### src/include/ctc_pkg.sv
// Constants, register map and carrier types of the transceiver host controller
// Behaviour
// RL1 - Standby select low gives Normal mode
// RL2 - Normal mode: receive line mirrors bus state
// RL3 - Standby select high gives Standby, no transmission
// RL4 - Standby switches off transmitter and receiver
// RL5 - Standby biases bus lines toward ground
// RL6 - Standby receive line shows filtered bus state
// RL7 - Standby receive low means wake-up detected
// RL8 - Wake-up alone never returns to Normal
// RL9 - Transmit low starts dominant time-out timer
// RL10 - Transmit low too long disables transmitter
// RL11 - Transmit high clears dominant time-out timer
// RL12 - Controller keeps bit rate at least 40 kbit/s
// RL13 - Standby recessive-to-dominant starts bus timer
// RL14 - Bus dominant too long forces receive high
// RL15 - Bus dominant-to-recessive clears bus timer
// RL16 - Undriven transmit and standby inputs default high
// RL17 - Supply undervoltage forces Standby, ignores select
// RL18 - I/O undervoltage switches device fully off
// RL19 - Over-temperature disables drivers until cool, recessive
// RL20 - Split output driven in Normal, floating otherwise
// RL21 - Device time-outs are parameterised cycle counts
// RL22 - After time-out, transmitter waits for transmit high
// RL23 - Without I/O supply, I/O equals main supply
package ctc_pkg;

   // Register byte offsets on the software port
   localparam logic [7:0] REG_CTRL = 8'h00;
   localparam logic [7:0] REG_BITPER = 8'h04;
   localparam logic [7:0] REG_TXDATA = 8'h08;
   localparam logic [7:0] REG_STATUS = 8'h0C;
   localparam logic [7:0] REG_RXDATA = 8'h10;

   // Control register fields
   localparam int CTRL_STANDBY_BIT = 0;
   localparam int CTRL_START_BIT = 1;

   // Status register fields
   localparam int STAT_STANDBY_BIT = 0;
   localparam int STAT_BUSY_BIT = 1;
   localparam int STAT_RXD_BIT = 2;
   localparam int STAT_WAKE_BIT = 3;
   localparam int STAT_BITERR_BIT = 4;

   // Values after reset
   localparam logic CTRL_STANDBY_RST = 1'b1;
   localparam logic [15:0] BITPER_RST = 16'h007D;
   localparam logic [7:0] TXDATA_RST = 8'hFF;
   localparam logic [7:0] RXDATA_RST = 8'hFF;

   // Timing
   localparam int CLK_HZ = 125000000;
   localparam int CLK_PERIOD_NS = 8;
   localparam int MIN_BIT_RATE_BPS = 40000;
   // Longest bit time: rounds down
   localparam logic [15:0] MAX_BIT_CYC = 16'(CLK_HZ / MIN_BIT_RATE_BPS);
   // Shortest bit time keeps a distinct mid-bit sample point
   localparam logic [15:0] MIN_BIT_CYC = 16'h0004;
   localparam int WAKE_CONFIRM_NS = 1000;
   // Least time: rounds up
   localparam logic [7:0] WAKE_CYC = 8'((WAKE_CONFIRM_NS + CLK_PERIOD_NS - 1) / CLK_PERIOD_NS);
   localparam logic [3:0] TX_BITS = 4'h8;

   // Software port request
   typedef struct packed {
      logic wr;
      logic rd;
      logic [7:0] addr;
      logic [31:0] wdata;
   } ctc_req_t;

   // Pins driven toward the transceiver
   typedef struct packed {
      logic txd;
      logic standbySel;
   } ctc_pins_t;

   typedef enum logic [0:0] {TX_IDLE, TX_SEND} ctc_txstate_t;

endpackage

### src/rtl/ctc_host_ctrl.sv
// Host controller driving the transceiver's transmit and standby pins
//
// Decided for this implementation: the placing of the registers and the address-and-strobe port.
`timescale 1ns/100ps
`default_nettype none
module ctc_host_ctrl
   import ctc_pkg::*;
(
   input wire logic mclk,
   input wire logic rst_n,
   input wire ctc_req_t req,
   output var logic [31:0] rdData,
   output var ctc_pins_t pins,
   input wire logic rxd
);

   // Address match used by the write and read paths
   function automatic logic hit(input logic [7:0] addr, input logic [7:0] reg_off);
      hit = (addr == reg_off);
   endfunction

   // Clamp a requested bit time into the legal window
   function automatic logic [15:0] clampPer(input logic [15:0] per);
      if (per > MAX_BIT_CYC)
         clampPer = MAX_BIT_CYC;
      else if (per < MIN_BIT_CYC)
         clampPer = MIN_BIT_CYC;
      else
         clampPer = per;
   endfunction

   logic standby;
   logic [15:0] bitPer;
   logic [7:0] txData;
   logic [7:0] rxData;
   logic wakeSeen;
   logic bitErr;
   ctc_txstate_t txState;
   logic [7:0] txShift;
   logic [7:0] rxShift;
   logic [3:0] bitCnt;
   logic [15:0] cycCnt;
   logic txd;
   logic wakePulse;

   logic next_standby;
   logic [15:0] next_bitPer;
   logic [7:0] next_txData;
   logic [7:0] next_rxData;
   logic next_wakeSeen;
   logic next_bitErr;
   ctc_txstate_t next_txState;
   logic [7:0] next_txShift;
   logic [7:0] next_rxShift;
   logic [3:0] next_bitCnt;
   logic [15:0] next_cycCnt;
   logic next_txd;
   logic [31:0] next_rdData;

   logic wrCtrl;
   logic wrStatus;
   logic startReq;
   logic samplePoint;
   logic bitEnd;
   logic errSet;
   logic [31:0] statusWord;

   // Wake-up detection runs only in Standby
   ctc_wake_mon u_wake
   (
      .mclk(mclk),
      .rst_n(rst_n),
      .standby(standby),
      .rxd(rxd),
      .wakePulse(wakePulse)
   );

   // Strobe decode and transmit timing points
   assign wrCtrl = req.wr && hit(req.addr, REG_CTRL);
   assign wrStatus = req.wr && hit(req.addr, REG_STATUS);
   // No frame starts unless the write also leaves Normal mode selected
   assign startReq = wrCtrl && req.wdata[CTRL_START_BIT] && !req.wdata[CTRL_STANDBY_BIT]
                     && !standby && (txState == TX_IDLE); // RL3
   assign samplePoint = (txState == TX_SEND) && (cycCnt == (bitPer >> 1));
   assign bitEnd = (txState == TX_SEND) && (cycCnt == bitPer - 16'h0001);
   assign errSet = samplePoint && (rxd != txd);

   // Status word seen by software
   always_comb
   begin
      statusWord = 32'h00000000;
      statusWord[STAT_STANDBY_BIT] = standby;
      statusWord[STAT_BUSY_BIT] = (txState == TX_SEND);
      statusWord[STAT_RXD_BIT] = rxd;
      statusWord[STAT_WAKE_BIT] = wakeSeen;
      statusWord[STAT_BITERR_BIT] = bitErr;
   end

   // Register file next values
   always_comb
   begin
      next_standby = standby;
      next_bitPer = bitPer;
      next_txData = txData;
      // Mode changes only on software order; a wake-up never flips it
      if (wrCtrl)
         next_standby = req.wdata[CTRL_STANDBY_BIT]; // RL1 RL8
      // Bit time capped so dominant runs of up to five bits end before the device time-out
      if (req.wr && hit(req.addr, REG_BITPER))
         next_bitPer = clampPer(req.wdata[15:0]); // RL12
      // Pattern is frozen during a frame to keep the shift consistent
      if (req.wr && hit(req.addr, REG_TXDATA) && (txState == TX_IDLE))
         next_txData = req.wdata[7:0];
      // Sticky flags: a set in the clearing cycle wins
      next_wakeSeen = (wakeSeen && !(wrStatus && req.wdata[STAT_WAKE_BIT])) || wakePulse; // RL7
      next_bitErr = (bitErr && !(wrStatus && req.wdata[STAT_BITERR_BIT])) || errSet;
   end

   // Read path: data stand only in the cycle after the strobe
   always_comb
   begin
      next_rdData = 32'h00000000;
      if (req.rd)
      begin
         if (hit(req.addr, REG_CTRL))
            next_rdData = {31'h00000000, standby};
         else if (hit(req.addr, REG_BITPER))
            next_rdData = {16'h0000, bitPer};
         else if (hit(req.addr, REG_TXDATA))
            next_rdData = {24'h000000, txData};
         else if (hit(req.addr, REG_STATUS))
            next_rdData = statusWord;
         else if (hit(req.addr, REG_RXDATA))
            next_rdData = {24'h000000, rxData};
      end
   end

   // Transmit engine next values
   always_comb
   begin
      next_txState = txState;
      next_txShift = txShift;
      next_rxShift = rxShift;
      next_bitCnt = bitCnt;
      next_cycCnt = cycCnt;
      next_txd = txd;
      next_rxData = rxData;
      unique case (txState)
         TX_IDLE:
         begin
            next_txd = 1'b1; // Recessive between frames
            if (startReq)
            begin
               next_txState = TX_SEND;
               next_txShift = txData;
               next_txd = txData[0];
               next_bitCnt = 4'h0;
               next_cycCnt = 16'h0000;
            end
         end
         TX_SEND:
         begin
            // Standby order aborts at once; the device cannot send anyway
            if (next_standby)
            begin
               next_txState = TX_IDLE; // RL3
               next_txd = 1'b1;
            end
            else
            begin
               next_cycCnt = cycCnt + 16'h0001;
               // Bus read back at mid-bit, LSB first
               if (samplePoint)
                  next_rxShift = {rxd, rxShift[7:1]}; // RL2
               if (bitEnd)
               begin
                  next_cycCnt = 16'h0000;
                  if (bitCnt == TX_BITS - 4'h1)
                  begin
                     next_txState = TX_IDLE;
                     next_txd = 1'b1; // RL11
                     next_rxData = rxShift;
                  end
                  else
                  begin
                     next_bitCnt = bitCnt + 4'h1;
                     next_txShift = {1'b1, txShift[7:1]};
                     next_txd = txShift[1]; // RL9
                  end
               end
            end
         end
      endcase
   end

   // Registers only; reset leaves pins recessive and Standby selected
   always_ff @(posedge mclk or negedge rst_n)
   begin
      if (!rst_n)
      begin
         standby <= CTRL_STANDBY_RST; // RL16
         bitPer <= BITPER_RST;
         txData <= TXDATA_RST;
         rxData <= RXDATA_RST;
         wakeSeen <= 1'b0;
         bitErr <= 1'b0;
         txState <= TX_IDLE;
         txShift <= TXDATA_RST;
         rxShift <= RXDATA_RST;
         bitCnt <= 4'h0;
         cycCnt <= 16'h0000;
         txd <= 1'b1;
         rdData <= 32'h00000000;
      end
      else
      begin
         standby <= next_standby;
         bitPer <= next_bitPer;
         txData <= next_txData;
         rxData <= next_rxData;
         wakeSeen <= next_wakeSeen;
         bitErr <= next_bitErr;
         txState <= next_txState;
         txShift <= next_txShift;
         rxShift <= next_rxShift;
         bitCnt <= next_bitCnt;
         cycCnt <= next_cycCnt;
         txd <= next_txd;
         rdData <= next_rdData;
      end
   end

   // Pins come straight from flip-flops
   always_comb
   begin
      pins.txd = txd;
      pins.standbySel = standby; // RL1 RL3
   end

endmodule
`default_nettype wire

### src/rtl/ctc_wake_mon.sv
// Wake-up request monitor on the receive line while in Standby
`timescale 1ns/100ps
`default_nettype none
module ctc_wake_mon
   import ctc_pkg::*;
(
   input wire logic mclk,
   input wire logic rst_n,
   input wire logic standby,
   input wire logic rxd,
   output var logic wakePulse
);

   logic [7:0] lowCnt;
   logic fired;
   logic [7:0] next_lowCnt;
   logic next_fired;
   logic next_wakePulse;

   // Low receive line in Standby means wake-up; confirm it to ride out glitches
   always_comb
   begin
      next_lowCnt = lowCnt;
      next_fired = fired;
      next_wakePulse = 1'b0;
      if (!standby || rxd) // RL7
      begin
         next_lowCnt = 8'h00;
         next_fired = 1'b0;
      end
      else if (!fired)
      begin
         if (lowCnt == WAKE_CYC - 8'h01)
         begin
            next_wakePulse = 1'b1; // One pulse per low episode
            next_fired = 1'b1;
         end
         else
            next_lowCnt = lowCnt + 8'h01;
      end
   end

   // Register the monitor state
   always_ff @(posedge mclk or negedge rst_n)
   begin
      if (!rst_n)
      begin
         lowCnt <= 8'h00;
         fired <= 1'b0;
         wakePulse <= 1'b0;
      end
      else
      begin
         lowCnt <= next_lowCnt;
         fired <= next_fired;
         wakePulse <= next_wakePulse;
      end
   end

endmodule
`default_nettype wire

### config.mk
export PLATFORM = sky130hd
export DESIGN_NAME = ctc_host_ctrl
export DESIGN_NICKNAME = d
export VERILOG_FILES = /design/src/include/ctc_pkg.sv /design/src/rtl/ctc_host_ctrl.sv /design/src/rtl/ctc_wake_mon.sv
export SDC_FILE = /design/constraint.sdc
export NUM_CORES = 1
export LEC_CHECK = 0
export ABC_AREA = 1
export BUFFER_PORTS_ARGS = -buffer_cell sky130_fd_sc_hd__buf_2
export CELL_PAD_IN_SITES_DETAIL_PLACEMENT = 1
export CELL_PAD_IN_SITES_GLOBAL_PLACEMENT = 1
export CORE_ASPECT_RATIO = 0.75
export CORE_MARGIN = 2
export CORE_UTILIZATION = 43
export CTS_CLUSTER_SIZE = 14
export DETAILED_ROUTE_END_ITERATION = 10
export PLACE_DENSITY = 0.87
export SYNTH_ARGS = -nofsm -noshare
export SYNTH_HDL_FRONTEND = slang
export SYNTH_HIERARCHICAL = 1
export SYNTH_SLANG_ARGS = --single-unit
### constraint.sdc
create_clock -name mclk -period 2.3 [get_ports mclk]
set_input_delay 0 -clock mclk [delete_from_list [all_inputs] [get_ports mclk]]
set_output_delay 0 -clock mclk [all_outputs]
set_load 0.02 [all_outputs]
-- Yosys cells after proc, flatten, opt, wreduce, memory -nomap -nowiden
Cells that the tools add are included.
- latch bits: 0
- ROM bits: 0
- memories kept: 0
- bits in writable memories: 0
- bits in registers: 115
- logic and storage cells: 110
- reduce and logical (&&, ||, !) cells: 29
- divide/modulo/power cells: 0
- multipliers: 0
- shift-type cells: 0
- mux-type cells: 41
- order comparisons: 2
- add/sub/neg operators: 4
- eq/ne operators: 16
- bitwise operators: 2
- operators by type and width (cell ; number):
    $mux 16 ; 8
    $mux 8 ; 10
    $pmux 16 s2 ; 1
    $add 16x1->16 const B ; 1
    $eq 16x15->1 ; 1
    $eq 16x16->1 ; 1
    $eq 8x4->1 const B ; 2
    $gt 16x12->1 const B ; 1
    $logic_and 1x1->1 ; 16
    $lt 16x3->1 const B ; 1
    $mux 4 ; 4
    $pmux 8 s2 ; 1
    $sub 16x1->16 const B ; 1
    $mux 1 ; 14
    $add 8x1->8 const B ; 1
    $eq 8x3->1 const B ; 1
    $eq 8x5->1 const B ; 1
    $eq 8x7->1 const B ; 1
    $logic_not 8->1 ; 1
    $ne 2x2->1 const B ; 4
    $pmux 4 s2 ; 1
    $reduce_and 4->1 ; 2
    $add 4x1->4 const B ; 1
    $eq 4x3->1 const B ; 1
    other kinds (9) ; 18

-- Depth between registers and ports, before layout
- depth in word-level cells: 8
- depth in mapped cells: 16
- depth with buffers taken out: 16

-- Modules after synthesis
Netlist, hierarchy kept.
- by module, submodules not included (module ; cells an instance ; area an instance (um2) ; sequential area each (um2) ; times used):
    ctc_host_ctrl ; 715 ; 5431.5 ; 2250.9 ; 1
    ctc_wake_mon ; 79 ; 579.3 ; 250.2 ; 1

-- Worst setup path before layout
No wires, ideal clock.
- path kind: reg-to-reg
- start: reg bitPer[0]
- end: reg bitCnt[0]
- stages on the path, launching flop included: 17
- data required time: 2182 ps
- path slack: 215 ps
- path buffers: 0
- setup time: 118 ps
- data arrival time: 1967 ps
- cells stage by stage: dfstp_2 > inv_1 > ha_1 > inv_1 > nand2_1 > nand3_1 > nand2_1 > nor2_1 > nand2_1 > inv_1 > nand2_1 > nor2_2 > nand3_4 > nand2_8 > nand3_4 > nand2_1 > nand2_1
- longest elaborated chain between the ends: 5
- RTL lines (what ; line ; text):
    start, declared ; ctc_host_ctrl.sv:33 ; logic [15:0] bitPer;
    start signal, assigned ; ctc_host_ctrl.sv:218 ; bitPer <= next_bitPer;
    $sub 16x1->16 ; ctc_host_ctrl.sv:85 ; assign bitEnd = (txState == TX_SEND) && (cycCnt == bitPer - 16'h0001);
    $eq 16x16->1 ; ctc_host_ctrl.sv:85 ;
    $logic_and 1x1->1 ; ctc_host_ctrl.sv:85 ;
    $ne 2x1->1 (no line) ; n/a ;
    $reduce_and 4->1 (no line) ; n/a ;
    end signal, assigned ; ctc_host_ctrl.sv:226 ; bitCnt <= next_bitCnt;
    end, declared ; ctc_host_ctrl.sv:41 ; logic [3:0] bitCnt;
Every way passes these cells.
A chain may end at the register's enable or synchronous reset.

-- Worst setup path in the final report
- start: reg bitPer[2]
- end: reg txShift[3]
- longest elaborated chain between the ends: 5
- RTL lines (what ; line ; text):
    $sub 16x1->16 ; ctc_host_ctrl.sv:85 ;
    $eq 16x16->1 ; ctc_host_ctrl.sv:85 ;
    $logic_and 1x1->1 ; ctc_host_ctrl.sv:85 ;
    $ne 2x1->1 (no line) ; n/a ;
    $reduce_and 4->1 (no line) ; n/a ;
    end signal, assigned ; ctc_host_ctrl.sv:224 ; txShift <= next_txShift;
    end, declared ; ctc_host_ctrl.sv:39 ; logic [7:0] txShift;
Every way passes these cells.

==> reports/qor.log <==
INFO  die            die_width=141µm
INFO  synthesis      syn-cell-area=6010µm²
INFO  drt            drt_wl_total=19.2mm
INFO  global_route   first_global_vias=5,953
INFO  sta            setup_viol=0
INFO  min_path       hold_depth=3
INFO  placed_design  routabilityCongestion=0.986
INFO  min_path       whs_endpoint=txData[3]
INFO  placed_design  place_ws=-0.00918ns
INFO  layout         layoutNonFillerInstCount=1,049
INFO  flow_run       drv.max_cap_violation_count=0
INFO  sta            skew=0.0127ns
INFO  sta            post-route-worst-setup-slack=0.0295ns
INFO  sta            timing.slew.headroom=53.8%
INFO  sta            totalNegativeSetupSlack=0ns
INFO  clock_network  clk_path_buf_depth=2
INFO  layout         nNetsFinal=919
INFO  power_and_ir_drop p_total=4.19mW
INFO  placed_design  post-place-cells=1,016
INFO  layout         diodes=0
INFO  power_and_ir_drop cellPowerDensity=601nW/µm²
INFO  layout         final_core_util=50.8%
INFO  sta            fmax=440MHz
INFO  global_route   total_routing_usage_gr=27.1%
INFO  placed_design  postPlaceCellArea=6460µm²
INFO  synthesis      synth.avg_cell_area=7.57µm²
INFO  drt            post_route_drc=0
INFO  placed_design  dpl.hpwl=14.1mm
INFO  synthesis      async_reset_ff_share=100%
INFO  sta            grt_setup_unrepaired=yes
INFO  layout         final_area=6960µm²
INFO  synthesis      synth_top_cells_by_area=dfrtp_1, dfstp_2, nand2_1
INFO  worst_setup_path critical_path.startpoint_type=register
INFO  sta            hold_slack=0.0432ns
INFO  worst_setup_path required=2.59ns
INFO  die            row_count=37
INFO  drt            initialDrtViolationCount=510
INFO  clock_network  htree_num_levels=3
INFO  clock_network  cts_root_buffer=clkbuf_16
INFO  layout         register_area=2500µm²
INFO  synthesis      synthMostInstantiatedCell=nand2_1
INFO  clock_network  clk_latency=0.36ns
INFO  die            floorplan.core_area=13,700µm²
INFO  die            floorplan.die.height=106µm
INFO  placed_design  portBuffers=46
INFO  min_path       hold_wc_path_type=input pin to register
INFO  drt            drtPass1Iterations=5
INFO  worst_setup_path crit_path_max_fanout=7
INFO  clock_network  cts_sink_count=98
INFO  die            start_util=43.9%
INFO  worst_setup_path worst_setup_path_end_kind=register
INFO  global_route   grt_antenna_before_repair=0
INFO  sta            hold_vio_cnt_final=0
INFO  power_and_ir_drop p_leak=3.38nW
INFO  drt            vias_per_cell=5.38
INFO  clock_network  cts_tree=yes
INFO  synthesis      synth_warnings=6
INFO  synthesis      ys_ff_latch=98
INFO  sta            drv_slew=0
INFO  power_and_ir_drop peakVddDrop=0.000421V
INFO  drt            ant_nets=0
INFO  sta            final.min_clock_period=2.27ns
INFO  worst_setup_path worst_r2r_path_depth=13
INFO  sta            post-route-period-util=98.7%
INFO  sta            max_slew.worst_pin.slew=0.693ns
INFO  clock_network  clock_buffer_count_from_cts=9
INFO  synthesis      synthDominantCellAreaShare=24.6%
INFO  worst_setup_path critical_path.reg2reg.startpoint=bitPer[2]
INFO  layout         multi_input_gate_area_in_the_final_layout=2990µm²
INFO  worst_setup_path critPathKind=register to register
INFO  drt            dr_total_vias=5,646
INFO  clock_network  clk_pin_slew_worst_paths=0.08ns
INFO  worst_setup_path cp-startpoint=bitPer[2]
INFO  die            ios=79
INFO  run_status     result_of_the_run=complete, no violations
INFO  layout         synthToLayoutAreaGrowth=15.8%
INFO  synthesis      synthDominantAreaCellType=dfrtp_1
INFO  global_route   grt_ovf=0
INFO  min_path       hold_start=req[3]
INFO  synthesis      synthFlopType=dfrtp_1
INFO  worst_setup_path regToRegSetupSlack=0.03ns
INFO  synthesis      synth.distinct_cells=49
INFO  synthesis      top_post_synthesis_cells_by_count=nand2_1, inv_1, nor2_1
INFO  synthesis      synthCells=794
INFO  worst_setup_path critical_path.reg2reg.endpoint=txShift[3]
INFO  layout         final.fill_count=1,703
INFO  worst_setup_path crit_arrival=2.56ns
INFO  global_route   grt_first_pass_wirelength=31.5mm
INFO  synthesis      seq_area_frac_synth=41.6%
INFO  drt            wire_per_inst=18.3µm
INFO  die            die_area=14,900µm²
INFO  synthesis      number_of_enable_flip_flop_cells_after_synthesis=0
INFO  global_route   pin_count_of_the_biggest_net_entering_global_routing=53
INFO  layout         drive_gt1_share=21.3%
## cells by family (layout without fill, tap and decap cells)
family          Yosys count  after routing  share of synthesized area, %
xor+xnor                 26             26                          3.91
compound gates           80             80                          7.62
fa+ha+maj                 5              5                          1.04
simple gates            449            449                          35.5
other cells               1             16                        0.0624
flops                    98             98                          41.6
buf+inv                 135            200                          10.3
## state kept, by name, indices dropped and copies added (netlist names)
register / cells
bitCnt: 4
bitErr: 1
bitPer: 16
cycCnt: 16
rdData: 16
rxData: 8
rxShift: 8
standby: 1
txData: 8
txShift: 7
txState: 1
txd: 1
u_wake/fired: 1
u_wake/lowCnt: 8
u_wake/wakePulse: 1
wakeSeen: 1
## cell type report
class / count / share of cell area (%)
multi-input cells: 576 / 42.9
flip-flops and latches: 98 / 36.0
repair buffers: 87 / 8.64
inverters: 97 / 5.34
clock buffers: 9 / 3.24
well taps: 175 / 3.15
clock inverters: 7 / 0.755
## critical path: stages (launching register included)
cell	delay [ns]
dfstp_4	0.68
nor2_8	0.05
nand2_4	0.13
inv_1	0.11
nand2_1	0.11
nand2_1	0.06
nand3_1	0.13
nand3_2	0.12
nor2_4	0.15
nand3_4	0.15
nand2_8	0.14
buf_6	0.14
nand4_1	0.11
nand2_1	0.10
## worst max path at each step
stage | end | slack, ns | depth (start not counted)
after detailed placement | cycCnt[4] | -0.009 | 16
after CTS | txShift[3] | 0.02 | 16
after global placement | cycCnt[4] | 0.05 | 16
after floorplan | bitCnt[0] | 0.22 | 16
after global routing | txShift[3] | -0.17 | 15
final | txShift[3] | 0.03 | 13
## cells in the final DEF (no fill, tap or decap), types with 13 or more instances in the layout
cell	Yosys	layout
nor2_1	81	79
buf_2	7	45
nand2_1	226	218
dlygate4sd3_1	0	13
o21ai_0	42	42
nand4_1	31	31
buf_4	19	26
nand3_1	48	48
conb_1	1	16
dfstp_2	39	38
dfrtp_1	59	59
xor2_1	15	15
inv_1	87	85
## timing repair
action / 4_1_cts / 5_1_grt
endpoints found under the hold margin: 55 / 0
setup buffers: 4 / 0
endpoints found under the setup margin: 23 / 36
hold buffers: 13 / 0
cloned: 0 / 0
resized for setup: 5 / 14
pin swaps: 5 / 15
## power breakdown
| group | leakage [nW] | switching, mW | internal (mW) |
|---|---|---|---|
| Clock | 0.132 | 0.725 | 0.744 |
| Combinational | 2.09 | 0.483 | 0.263 |
| Sequential | 1.16 | 0.149 | 1.82 |
## per-layer routing
metal | share of wire (%) | wire [µm] | GRT usage [%]
met2 | 44 | 8440 | 42.5
met3 | 6.4 | 1230 | 5.63
met5 | 0 | 0 | 0
met4 | 1.7 | 321 | 7.21
met1 | 48 | 9210 | 38.4
(Power assumes the default switching activity.)
